$ cat config.mk
export PLATFORM = sky130hd
export DESIGN_NAME = tpc_timer
export DESIGN_NICKNAME = d
export VERILOG_FILES = /design/src/core/tpc_pkg.sv /design/src/core/tpc_timer.sv
export VERILOG_INCLUDE_DIRS = /design/src /design/src/core
export SDC_FILE = /design/constraint.sdc
export NUM_CORES = 1
export LEC_CHECK = 0
export BUFFER_PORTS_ARGS = -buffer_cell sky130_fd_sc_hd__buf_2
export CORE_UTILIZATION = 35
export CTS_CLUSTER_DIAMETER = 150
export DETAILED_ROUTE_END_ITERATION = 10
export GPL_TIMING_DRIVEN = 0
export PLACE_DENSITY = 0.48
export SETUP_SLACK_MARGIN = 0.1
export SLEW_MARGIN = 15
export SYNTH_ARGS = -nofsm -noshare
export SYNTH_HDL_FRONTEND = slang
export SYNTH_SLANG_ARGS = --single-unit
$ cat constraint.sdc
create_clock -name mclk_i -period 4.57 [get_ports mclk_i]
set_clock_uncertainty 0.1 [all_clocks]
set_input_delay 0.457 -clock mclk_i [delete_from_list [all_inputs] [get_ports mclk_i]]
set_output_delay 0.457 -clock mclk_i [all_outputs]
set_load 0.05 [all_outputs]
$ cat src/core/tpc_defines.svh
`ifndef TPC_DEFINES_SVH
`define TPC_DEFINES_SVH
// Register byte addresses
`define TPC_A_TSC 8'h51
`define TPC_A_CNTH 8'h52
`define TPC_A_CNTL 8'h53
`define TPC_A_MODH 8'h54
`define TPC_A_MODL 8'h55
`define TPC_A_SC0 8'h56
`define TPC_CH_STRIDE 8'h03
`define TPC_OFS_VH 8'h01
`define TPC_OFS_VL 8'h02
// Main control and status bits
`define TPC_B_FLAG 7
`define TPC_B_IE 6
`define TPC_B_STOP 5
`define TPC_B_TRST 4
`define TPC_PS_HI 2
`define TPC_PS_LO 0
// Channel control and status bits
`define TPC_B_MSB 5
`define TPC_B_MSA 4
`define TPC_B_ELSB 3
`define TPC_B_ELSA 2
`define TPC_B_TOV 1
`define TPC_B_MAX 0
// Reset and fixed values
`define TPC_MOD_RST 16'hFFFF
`define TPC_ZERO16 16'h0000
`define TPC_ONE16 16'h0001
`define TPC_ZERO8 8'h00
`define TPC_ONE8 8'h01
`define TPC_ONE7 7'h01
`define TPC_ZERO7 7'h00
`endif

$ cat src/core/tpc_pkg.sv
`default_nettype none
package tpc_pkg;
  typedef struct packed {
    logic [7:0] rdata;
    logic irq;
    logic wrap_irq_enable;
    logic counter_halt_bit;
    logic [2:0] clock_divider_select;
    logic wrap_flag;
    logic wrap_arm;
    logic mod_lock;
    logic [15:0] cnt;
    logic [6:0] presc;
    logic [15:0] modv;
    logic [1:0] event_flag;
    logic [1:0] flag_arm;
    logic [1:0] irq_enable;
    logic link_pair_select;
    logic [1:0] mode_lower;
    logic [1:0] edge_upper;
    logic [1:0] edge_lower;
    logic [1:0] toggle_on_wrap;
    logic [1:0] full_duty_bit;
    logic [1:0][15:0] val;
    logic [1:0] pin_q;
    logic [1:0] pin_o;
    logic [1:0] oe;
    logic act;
    logic pend;
  } tpc_state_type;
endpackage
`default_nettype wire

$ cat src/core/tpc_timer.sv
// Implementation choice: strobed register access.
`include "tpc_defines.svh"
`default_nettype none
module tpc_timer (
  input wire logic mclk_i,
  input wire logic rstn_i,
  input wire logic [7:0] addr_i,
  input wire logic [7:0] wdata_i,
  input wire logic wr_i,
  input wire logic rd_i,
  input wire logic wait_i,
  input wire logic stop_i,
  input wire logic brk_i,
  input wire logic break_clear_enable_i,
  input wire logic channel_zero_pin_i,
  input wire logic channel_one_pin_i,
  output logic [7:0] rdata_o,
  output logic irq_o,
  output logic channel_zero_pin_o,
  output logic channel_zero_pin_oe_o,
  output logic channel_one_pin_o,
  output logic channel_one_pin_oe_o
);
  tpc_pkg::tpc_state_type st_reg;
  tpc_pkg::tpc_state_type st_next;
  logic wr, rd, prot, run, tick, wrap;
  logic [6:0] mask;
  logic [1:0] pin_in, ocm, icm, cmp, cap;
  logic [7:0] base, rv;
  logic [15:0] cval;
  logic p;

  assign pin_in = {channel_one_pin_i, channel_zero_pin_i};

  ////////////////////////////////////////////////////////////////////////
  always_comb begin
    st_next = st_reg;
    st_next.rdata = `TPC_ZERO8;
    ocm = 2'b00;
    icm = 2'b00;
    cmp = 2'b00;
    cap = 2'b00;
    base = `TPC_ZERO8;
    rv = `TPC_ZERO8;
    cval = `TPC_ZERO16;
    p = 1'b0;
    // Bus is cut off while waiting
    wr = wr_i && !wait_i;
    rd = rd_i && !wait_i;
    prot = brk_i && !break_clear_enable_i;
    run = !st_reg.counter_halt_bit && !brk_i && !stop_i;
    // Code 111 is not guarded: it divides by 128, software must avoid it
    mask = 7'((`TPC_ONE8 << st_reg.clock_divider_select) - `TPC_ONE8);
    tick = run && ((st_reg.presc & mask) == mask);
    wrap = tick && (st_reg.cnt == st_reg.modv);
    if (run) begin
      st_next.presc = st_reg.presc + `TPC_ONE7;
    end
    if (tick) begin
      st_next.cnt = wrap ? `TPC_ZERO16 : st_reg.cnt + `TPC_ONE16;
    end

    // Main register write
    if (wr && addr_i == `TPC_A_TSC) begin
      st_next.wrap_irq_enable = wdata_i[`TPC_B_IE];
      st_next.counter_halt_bit = wdata_i[`TPC_B_STOP];
      st_next.clock_divider_select = wdata_i[`TPC_PS_HI:`TPC_PS_LO];
      if (!wdata_i[`TPC_B_FLAG] && st_reg.wrap_arm && !prot) begin
        st_next.wrap_flag = 1'b0;
        st_next.wrap_arm = 1'b0;
      end
      if (wdata_i[`TPC_B_TRST]) begin
        st_next.cnt = `TPC_ZERO16;
        st_next.presc = `TPC_ZERO7;
      end
    end
    if (wr && addr_i == `TPC_A_MODH) begin
      st_next.modv[15:8] = wdata_i;
      st_next.mod_lock = 1'b1;
    end
    if (wr && addr_i == `TPC_A_MODL) begin
      st_next.modv[7:0] = wdata_i;
      st_next.mod_lock = 1'b0;
    end

    // Main register read
    if (rd && addr_i == `TPC_A_TSC) begin
      rv[`TPC_B_FLAG] = st_reg.wrap_flag;
      rv[`TPC_B_IE] = st_reg.wrap_irq_enable;
      rv[`TPC_B_STOP] = st_reg.counter_halt_bit;
      rv[`TPC_PS_HI:`TPC_PS_LO] = st_reg.clock_divider_select;
      st_next.rdata = rv;
      if (st_reg.wrap_flag && !prot) begin
        st_next.wrap_arm = 1'b1;
      end
    end
    if (rd && addr_i == `TPC_A_CNTH) begin
      st_next.rdata = st_reg.cnt[15:8];
    end
    if (rd && addr_i == `TPC_A_CNTL) begin
      st_next.rdata = st_reg.cnt[7:0];
    end
    if (rd && addr_i == `TPC_A_MODH) begin
      st_next.rdata = st_reg.modv[15:8];
    end
    if (rd && addr_i == `TPC_A_MODL) begin
      st_next.rdata = st_reg.modv[7:0];
    end

    // Wrap event; a set in the clear cycle still wins
    if (wrap && !st_reg.mod_lock) begin
      st_next.wrap_flag = 1'b1;
      st_next.wrap_arm = 1'b0;
    end

    ////////////////////////////////////////////////////////////////////////
    for (int i = 0; i < 2; i++) begin
      base = 8'(`TPC_A_SC0 + 8'(i) * `TPC_CH_STRIDE);
      if (i == 0) begin
        // Link bit alone already selects compare mode
        ocm[i] = st_reg.link_pair_select || st_reg.mode_lower[0];
      end else begin
        ocm[i] = st_reg.mode_lower[1] && !st_reg.link_pair_select;
      end
      icm[i] = !(i == 0 ? st_reg.link_pair_select : st_reg.link_pair_select)
               && !st_reg.mode_lower[i]
               && (st_reg.edge_upper[i] || st_reg.edge_lower[i]);
      if (i == 0) begin
        icm[i] = !st_reg.link_pair_select && !st_reg.mode_lower[0]
                 && (st_reg.edge_upper[0] || st_reg.edge_lower[0]);
      end
      // Linked pair compares against the active channel, which takes the last written one only at wrap
      cval = (i == 0 && st_reg.link_pair_select) ? st_reg.val[st_reg.act]
                                                 : st_reg.val[i];
      cmp[i] = tick && ocm[i] && (st_reg.cnt == cval);
      cap[i] = icm[i] && run
               && ((st_reg.edge_lower[i] && pin_in[i] && !st_reg.pin_q[i])
               || (st_reg.edge_upper[i] && !pin_in[i] && st_reg.pin_q[i]));
      st_next.pin_q[i] = pin_in[i];

      // Channel register writes
      if (wr && addr_i == base) begin
        st_next.irq_enable[i] = wdata_i[`TPC_B_IE];
        if (i == 0) begin
          st_next.link_pair_select = wdata_i[`TPC_B_MSB];
        end
        st_next.mode_lower[i] = wdata_i[`TPC_B_MSA];
        st_next.edge_upper[i] = wdata_i[`TPC_B_ELSB];
        st_next.edge_lower[i] = wdata_i[`TPC_B_ELSA];
        st_next.toggle_on_wrap[i] = wdata_i[`TPC_B_TOV];
        st_next.full_duty_bit[i] = wdata_i[`TPC_B_MAX];
        if (!wdata_i[`TPC_B_FLAG] && st_reg.flag_arm[i] && !prot) begin
          st_next.event_flag[i] = 1'b0;
          st_next.flag_arm[i] = 1'b0;
        end
      end
      if (wr && addr_i == 8'(base + `TPC_OFS_VH)) begin
        st_next.val[i][15:8] = wdata_i;
        st_next.pend = 1'(i);
      end
      if (wr && addr_i == 8'(base + `TPC_OFS_VL)) begin
        st_next.val[i][7:0] = wdata_i;
        st_next.pend = 1'(i);
      end

      // Channel register reads
      if (rd && addr_i == base) begin
        rv = `TPC_ZERO8;
        rv[`TPC_B_FLAG] = st_reg.event_flag[i];
        rv[`TPC_B_IE] = st_reg.irq_enable[i];
        rv[`TPC_B_MSB] = (i == 0) && st_reg.link_pair_select;
        rv[`TPC_B_MSA] = st_reg.mode_lower[i];
        rv[`TPC_B_ELSB] = st_reg.edge_upper[i];
        rv[`TPC_B_ELSA] = st_reg.edge_lower[i];
        rv[`TPC_B_TOV] = st_reg.toggle_on_wrap[i];
        rv[`TPC_B_MAX] = st_reg.full_duty_bit[i];
        st_next.rdata = rv;
        if (st_reg.event_flag[i] && !prot) begin
          st_next.flag_arm[i] = 1'b1;
        end
      end
      if (rd && addr_i == 8'(base + `TPC_OFS_VH)) begin
        st_next.rdata = st_reg.val[i][15:8];
      end
      if (rd && addr_i == 8'(base + `TPC_OFS_VL)) begin
        st_next.rdata = st_reg.val[i][7:0];
      end

      // Events set after the clears so that a set wins
      if (cmp[i] || cap[i]) begin
        st_next.event_flag[i] = 1'b1;
        st_next.flag_arm[i] = 1'b0;
      end
      if (cap[i]) begin
        st_next.val[i] = st_reg.cnt;
      end

      // Pin level: compare action, then wrap toggle, full duty last
      p = st_reg.pin_o[i];
      if (cmp[i]) begin
        case ({st_reg.edge_upper[i], st_reg.edge_lower[i]})
          2'b01: p = !p;
          2'b10: p = 1'b0;
          2'b11: p = 1'b1;
          default: p = st_reg.pin_o[i];
        endcase
      end
      if (wrap && st_reg.toggle_on_wrap[i]) begin
        p = !p;
      end
      if (st_reg.full_duty_bit[i] && st_reg.toggle_on_wrap[i]) begin
        p = !st_reg.edge_lower[i];
      end
      if (ocm[i]) begin
        st_next.pin_o[i] = p;
      end
      // Edge pair 00 leaves the pin to the general port
      st_next.oe[i] = ocm[i]
                      && (st_reg.edge_upper[i] || st_reg.edge_lower[i]);
    end

    // Buffered pair swaps its active channel only at wrap
    if (!st_reg.link_pair_select) begin
      st_next.act = 1'b0;
    end else if (wrap) begin
      st_next.act = st_reg.pend;
    end

    st_next.irq = (st_next.wrap_flag && st_next.wrap_irq_enable)
                  || (st_next.event_flag[0] && st_next.irq_enable[0])
                  || (st_next.event_flag[1] && st_next.irq_enable[1]
                      && !st_next.link_pair_select);
  end

  ////////////////////////////////////////////////////////////////////////
  always_ff @(posedge mclk_i or negedge rstn_i) begin
    if (!rstn_i) begin
      st_reg <= '0;
      st_reg.counter_halt_bit <= 1'b1;
      st_reg.modv <= `TPC_MOD_RST;
    end else begin
      st_reg <= st_next;
    end
  end

  assign rdata_o = st_reg.rdata;
  assign irq_o = st_reg.irq;
  assign channel_zero_pin_o = st_reg.pin_o[0];
  assign channel_zero_pin_oe_o = st_reg.oe[0];
  assign channel_one_pin_o = st_reg.pin_o[1];
  assign channel_one_pin_oe_o = st_reg.oe[1];

  ////////////////////////////////////////////////////////////////////////
  property p_halt_freeze;
    @(posedge mclk_i) disable iff (!rstn_i)
    (st_reg.counter_halt_bit && !(wr && addr_i == `TPC_A_TSC))
    |=> $stable(st_reg.cnt);
  endproperty
  a_halt_freeze: assert property (p_halt_freeze)
    else $error("counter moved while halted");

  property p_clear;
    @(posedge mclk_i) disable iff (!rstn_i)
    (wr && addr_i == `TPC_A_TSC && wdata_i[`TPC_B_TRST])
    |=> (st_reg.cnt == `TPC_ZERO16) && (st_reg.presc == `TPC_ZERO7);
  endproperty
  a_clear: assert property (p_clear)
    else $error("counter clear did not zero counter");

  property p_wrap;
    @(posedge mclk_i) disable iff (!rstn_i)
    (wrap && !st_reg.mod_lock) |=> st_reg.wrap_flag;
  endproperty
  a_wrap: assert property (p_wrap)
    else $error("wrap flag not set at period limit");

  property p_restart;
    @(posedge mclk_i) disable iff (!rstn_i)
    (wrap && !(wr && addr_i == `TPC_A_TSC)) |=> st_reg.cnt == `TPC_ZERO16;
  endproperty
  a_restart: assert property (p_restart)
    else $error("counter did not restart after limit");

  property p_lock;
    @(posedge mclk_i) disable iff (!rstn_i)
    (st_reg.mod_lock && !st_reg.wrap_flag) |=> !st_reg.wrap_flag;
  endproperty
  a_lock: assert property (p_lock)
    else $error("wrap flag set while limit half written");

  property p_one_write;
    @(posedge mclk_i) disable iff (!rstn_i)
    (st_reg.wrap_flag && wr && addr_i == `TPC_A_TSC
     && wdata_i[`TPC_B_FLAG]) |=> st_reg.wrap_flag;
  endproperty
  a_one_write: assert property (p_one_write)
    else $error("writing one cleared the wrap flag");

  // Without a prior armed read no write may clear the flag
  property p_unarmed_keep;
    @(posedge mclk_i) disable iff (!rstn_i)
    (st_reg.wrap_flag && !st_reg.wrap_arm) |=> st_reg.wrap_flag;
  endproperty
  a_unarmed_keep: assert property (p_unarmed_keep)
    else $error("wrap flag cleared without armed read");

  property p_wrap_irq;
    @(posedge mclk_i) disable iff (!rstn_i)
    ($rose(st_reg.wrap_flag) && st_reg.wrap_irq_enable) |-> irq_o;
  endproperty
  a_wrap_irq: assert property (p_wrap_irq)
    else $error("enabled wrap gave no interrupt");

  property p_chan_irq;
    @(posedge mclk_i) disable iff (!rstn_i)
    (!st_reg.wrap_flag && !st_reg.event_flag[1] && !st_reg.irq_enable[0])
    |-> !irq_o;
  endproperty
  a_chan_irq: assert property (p_chan_irq)
    else $error("interrupt without enabled source");

  property p_freeze;
    @(posedge mclk_i) disable iff (!rstn_i)
    (stop_i && !wr) |=> $stable(st_reg.cnt) && $stable(st_reg.event_flag);
  endproperty
  a_freeze: assert property (p_freeze)
    else $error("timer moved in stop");

  property p_break_hold;
    @(posedge mclk_i) disable iff (!rstn_i)
    (brk_i && !(wr && addr_i == `TPC_A_TSC)) |=> $stable(st_reg.cnt);
  endproperty
  a_break_hold: assert property (p_break_hold)
    else $error("counter moved during break");

  // Halt clears run, which gates both tick and capture, so neither capture nor compare can flag
  property p_halt_events;
    @(posedge mclk_i) disable iff (!rstn_i)
    st_reg.counter_halt_bit
    |=> !$rose(st_reg.event_flag[0]) && !$rose(st_reg.event_flag[1]);
  endproperty
  a_halt_events: assert property (p_halt_events)
    else $error("channel event while halted");

  property p_full;
    @(posedge mclk_i) disable iff (!rstn_i)
    (st_reg.full_duty_bit[0] && st_reg.toggle_on_wrap[0] && ocm[0])
    |=> channel_zero_pin_o == !$past(st_reg.edge_lower[0]);
  endproperty
  a_full: assert property (p_full)
    else $error("full duty output not constant");

  property p_wait_bus;
    @(posedge mclk_i) disable iff (!rstn_i)
    (wait_i && rd_i) |=> rdata_o == `TPC_ZERO8;
  endproperty
  a_wait_bus: assert property (p_wait_bus)
    else $error("register read during wait");
endmodule
`default_nettype wire

Word level (Yosys, flattened, before mapping)
Index checks and enable logic that the tools add are counted.

storage, ports and cells
  word-level logic and storage cells = 233
  input bits = 26
  output and inout bits = 13
  register bits = 113

operators by class
  order comparisons = 1
  shifts and indexed selects = 1
  multiplexer cells = 64
  bitwise operators = 1
  equal/unequal tests = 22
  reductions and logical operators = 105
  add/subtract/negate cells = 3

operators with widths
  cell                                                                      count
  8-bit 2-to-1 mux                                                          15
  16-bit 2-to-1 mux                                                         7
  8-bit by 7-bit equality test with 1-bit output (second input constant)    11
  1-bit logical AND                                                         68
  16-bit equality test                                                      3
  23-bit 2-to-1 mux                                                         2
  1-bit 2-to-1 mux                                                          33
  1-bit logical NOT                                                         22
  16-bit by 1-bit adder with 16-bit output (second input constant)          1
  7-bit 2-to-1 mux                                                          2
  2-bit nonzero test                                                        5
  1-bit logical OR                                                          9
  2-bit equality test (second input constant)                               4
  7-bit by 1-bit adder with 7-bit output (second input constant)            1
  7-bit AND                                                                 1
  7-bit equality test                                                       1
  1-bit by 3-bit left shift with 7-bit output (first input constant)        1
  7-bit by 1-bit subtractor with 7-bit output (second input constant)       1
  2-bit 2-to-1 mux                                                          3
  1-bit case mux with 3 select lines                                        2
  2-bit by 1-bit equality test with 1-bit output (second input constant)    2
  4-bit nonzero test                                                        1
  1-bit by 2-bit < comparator with 1-bit output (second input constant)     1
  2-bit by 1-bit inequality test with 1-bit output (second input constant)  1

Longest topological paths before layout
  depth in word-level cells = 14
  mapped depth = 11
  depth with buffers taken out = 8

Least setup slack after synthesis
Ideal clock, no wire load.

  path kind = input -> register
  start = input addr_i[7]
  end = register st_reg, in the netlist irq_o
  stages on the path = 7
  required time = 4.344 ns
  buffers on the path = 1
  path slack = 2.300 ns
  arrival time = 2.044 ns
  setup time = 0.126 ns
  path through = nand4bb_1 nor4bb_1 buf_2 nand2_1 mux2_2 and3b_1 a221o_1

RTL lines
  item                    line              source
  start: declaration      tpc_timer.sv:7    input wire logic [7:0] addr_i,
  end signal: assignment  tpc_timer.sv:242  st_reg <= st_next;
  end: declaration        tpc_timer.sv:24   tpc_pkg::tpc_state_type st_reg;

==> reports/metrics.yaml <==
vias: 5604
power.total_mw: 3.01
cts_root_buf: "clkbuf_16"
placedCellCount: 978
grt-busiest-layer: "met2"
drive_above_1_share_pct: 23.7
cts.path.max_buffers: 2
setup_viol: 0
grt.total_usage_pct: 23.7
endpoint: "st_reg[90]"
final_nets: 766
maxCapViolations: 0
hold_slack_ns: 0.0633
use_met1_pct: 32.8
totalWireLength_mm: 22.7
final-max-slew-violation-count: 0
post_drt_wl_per_cell_um: 22.4
syn-num-nets: 713
cts_tree: "done"
rr_endpoint: "st_reg[90]"
fin_crit_sh_pct: 74.5
crit_arrival_ns: 3.61
avgViaCountPerCell: 5.54
ys_seq_elements: 113
h-tree-depth: 4
numCtsBuffers: 17
synth_edf_count: 0
rows: 50
die_area_um2: 19900
hp-class: "input pin to flip-flop"
p_leak_nw: 3.63
rsz0062_at_grt: "false"
critical_path_class: "flip-flop to flip-flop"
largest_reg_flops: 84
required_ns: 4.78
crit_fanout: 10
status: "completed"
area_growth_pct: 17.2
grtUsageMet2_pct: 36.5
synth_cells: 685
ant_nets: 0
period_needed_ns: 3.40
yosysSeqAreaShare_pct: 42.0
start_util_pct: 36.0
timing.rr.start: "st_reg[93]"
grt_max_degree: 64
syn_area_um2: 6790
finalSetupTns_ns: 0
ios: 39
ir_drop_uv: 279
die_h_um: 141
cts-resized-gates: 0
ys.flop_type: "dfrtp_1"
startpoint: "st_reg[93]"
drt_pass1_iterations: 5
ys_warn_count: 0
grt_pass1_wl_mm: 34.0
cts_num_sinks: 113
grt_antenna_before_repair: 1
die_w_um: 141
clkLatencyLatePin_ns: 0.42
avgSynthCellArea_um2: 9.91
drc: 0
global_route.usage.met3_pct: 5.06
final_cell_count_no_fill: 1011
startpoint_type: "flip-flop"
power.density_nw_per_um2: 378
hold_viol: 0
grt_overflow: 0
io_buffers: 32
tightest_slew_ns: 0.954
end_kind: "flip-flop"
hold_depth: 1
dp.final_hpwl_mm: 16.4
synth_cell_type_count: 70
fmax_mhz: 294
gp_congestion: 0.944
relSlewSlack_pct: 35.9
synthArstFlopShare_pct: 100
reg2reg_depth: 8
diodes: 0
clk_pin_slew_worst_paths_ns: 0.06
drt_iter0_drc: 579
grt_pass1_vias: 5366
core_um2: 18800
ff2ff_setup_slack_ns: 1.17
per-stage QoR:
stage                     setup WS [ns]  cell area (µm²)  utilization [%]
after floorplan                    2.30             6790                -
after global placement             1.15             7270             38.6
after detailed placement           1.16             7300             38.8
after CTS                          1.16             7950             42.2
after global routing               1.05             7950             42.2
final                              1.17             7950             42.2
cell usage after synthesis, drive strengths merged, types with 6 or more instances:
library cell / number / share of area (%)
dfrtp: 96 / 35
nand2: 69 / 3.8
o21ai: 55 / 4.1
mux2i: 49 / 7.2
mux2: 46 / 7.6
buf: 37 / 3.9
nor2: 37 / 2.1
xnor2: 28 / 3.6
xor2: 26 / 3.4
nand3: 24 / 1.8
clkbuf: 20 / 1.1
nand4: 18 / 1.7
dfstp: 17 / 6.6
a21oi: 16 / 1.2
and3: 13 / 1.2
inv: 13 / 0.72
nand2b: 12 / 1.2
nor3: 11 / 1.1
nor2b: 10 / 0.92
a21o: 7 / 0.77
a22o: 7 / 0.90
nand3b: 6 / 0.66
worst max-delay path: stages, from the launching register on:
cell      delay (ns)
dfrtp_1         0.37
clkbuf_1        0.54
xnor2_1         0.21
nand4_1         0.11
nor4_1          0.62
nand2_1         0.62
nand2_1         0.35
buf_2           0.28
nor2_1          0.08
kinds of logic after synthesis:
group / count (synthesis) / synth area share [%]
and+or+nand+nor: 225 / 17.3
AOI/OAI and AO/OA: 123 / 11.9
DFF: 113 / 42.0
muxes: 98 / 15.9
buffers and inverters: 70 / 5.68
xor gates and xnor gates: 54 / 6.97
adders and majority gates: 2 / 0.369
where the power goes:
part | leakage [nW] | switching, mW | total [mW] | internal, mW
Combinational | 1.84 | 0.258 | 0.420 | 0.162
Sequential | 1.48 | 0.0764 | 1.14 | 1.07
Clock | 0.312 | 0.480 | 1.44 | 0.965
Total | 3.63 | 0.814 | 3.01 | 2.20
area by class of cell:
cell class                      count  area (µm²)
Fill cell                        1825       10900
Multi-Input combinational cell    502        3550
Sequential cell                   113        2850
Clock buffer                       22         484
Buffer                             57         337
Tap cell                          260         325
Timing Repair Buffer               34         204
Clock inverter                     10         155
Inverter                           13        48.8
how the worst min path moves through the flow:
stage | startpoint | endpoint | slack, ns
final | channel_one_pin_i | st_reg[7] | 0.06
after global routing | channel_one_pin_i | st_reg[7] | 0.06
after CTS | channel_one_pin_i | st_reg[7] | 0.06
after detailed placement | rstn_i | cval[2] | 0.35
after global placement | st_reg[96] | st_reg[98] | 0.41
after floorplan | rstn_i | channel_one_pin_o | 0.06
what timing repair did:
action,in CTS,in global routing
hold endpoints to repair,50,0
setup buffers,0,0
hold buffers,1,0
metal layers:
layer,routed length (µm),up-vias
li1,-,2548
met1,10500,2799
met2,10300,219
met3,1350,38
met4,555,0
met5,0,-
cell usage in the layout, fill, tap and decap left out, types with 10 or more instances in the layout:
cell | synthesis | layout
dfrtp_1 | 96 | 96
nand2_1 | 69 | 69
o21ai_0 | 54 | 54
mux2i_1 | 49 | 49
mux2_2 | 46 | 46
buf_2 | 14 | 45
nor2_1 | 36 | 36
xnor2_1 | 28 | 28
xor2_1 | 26 | 26
nand3_1 | 23 | 23
clkbuf_1 | 20 | 21
nand4_1 | 18 | 18
clkbuf_16 | 0 | 17
dfstp_2 | 17 | 17
a21oi_1 | 16 | 16
and3_1 | 13 | 13
inv_1 | 12 | 12
buf_4 | 12 | 12
nand2b_1 | 11 | 11
nor2b_1 | 10 | 10
No activity file was read; power rests on OpenSTA's default activity.
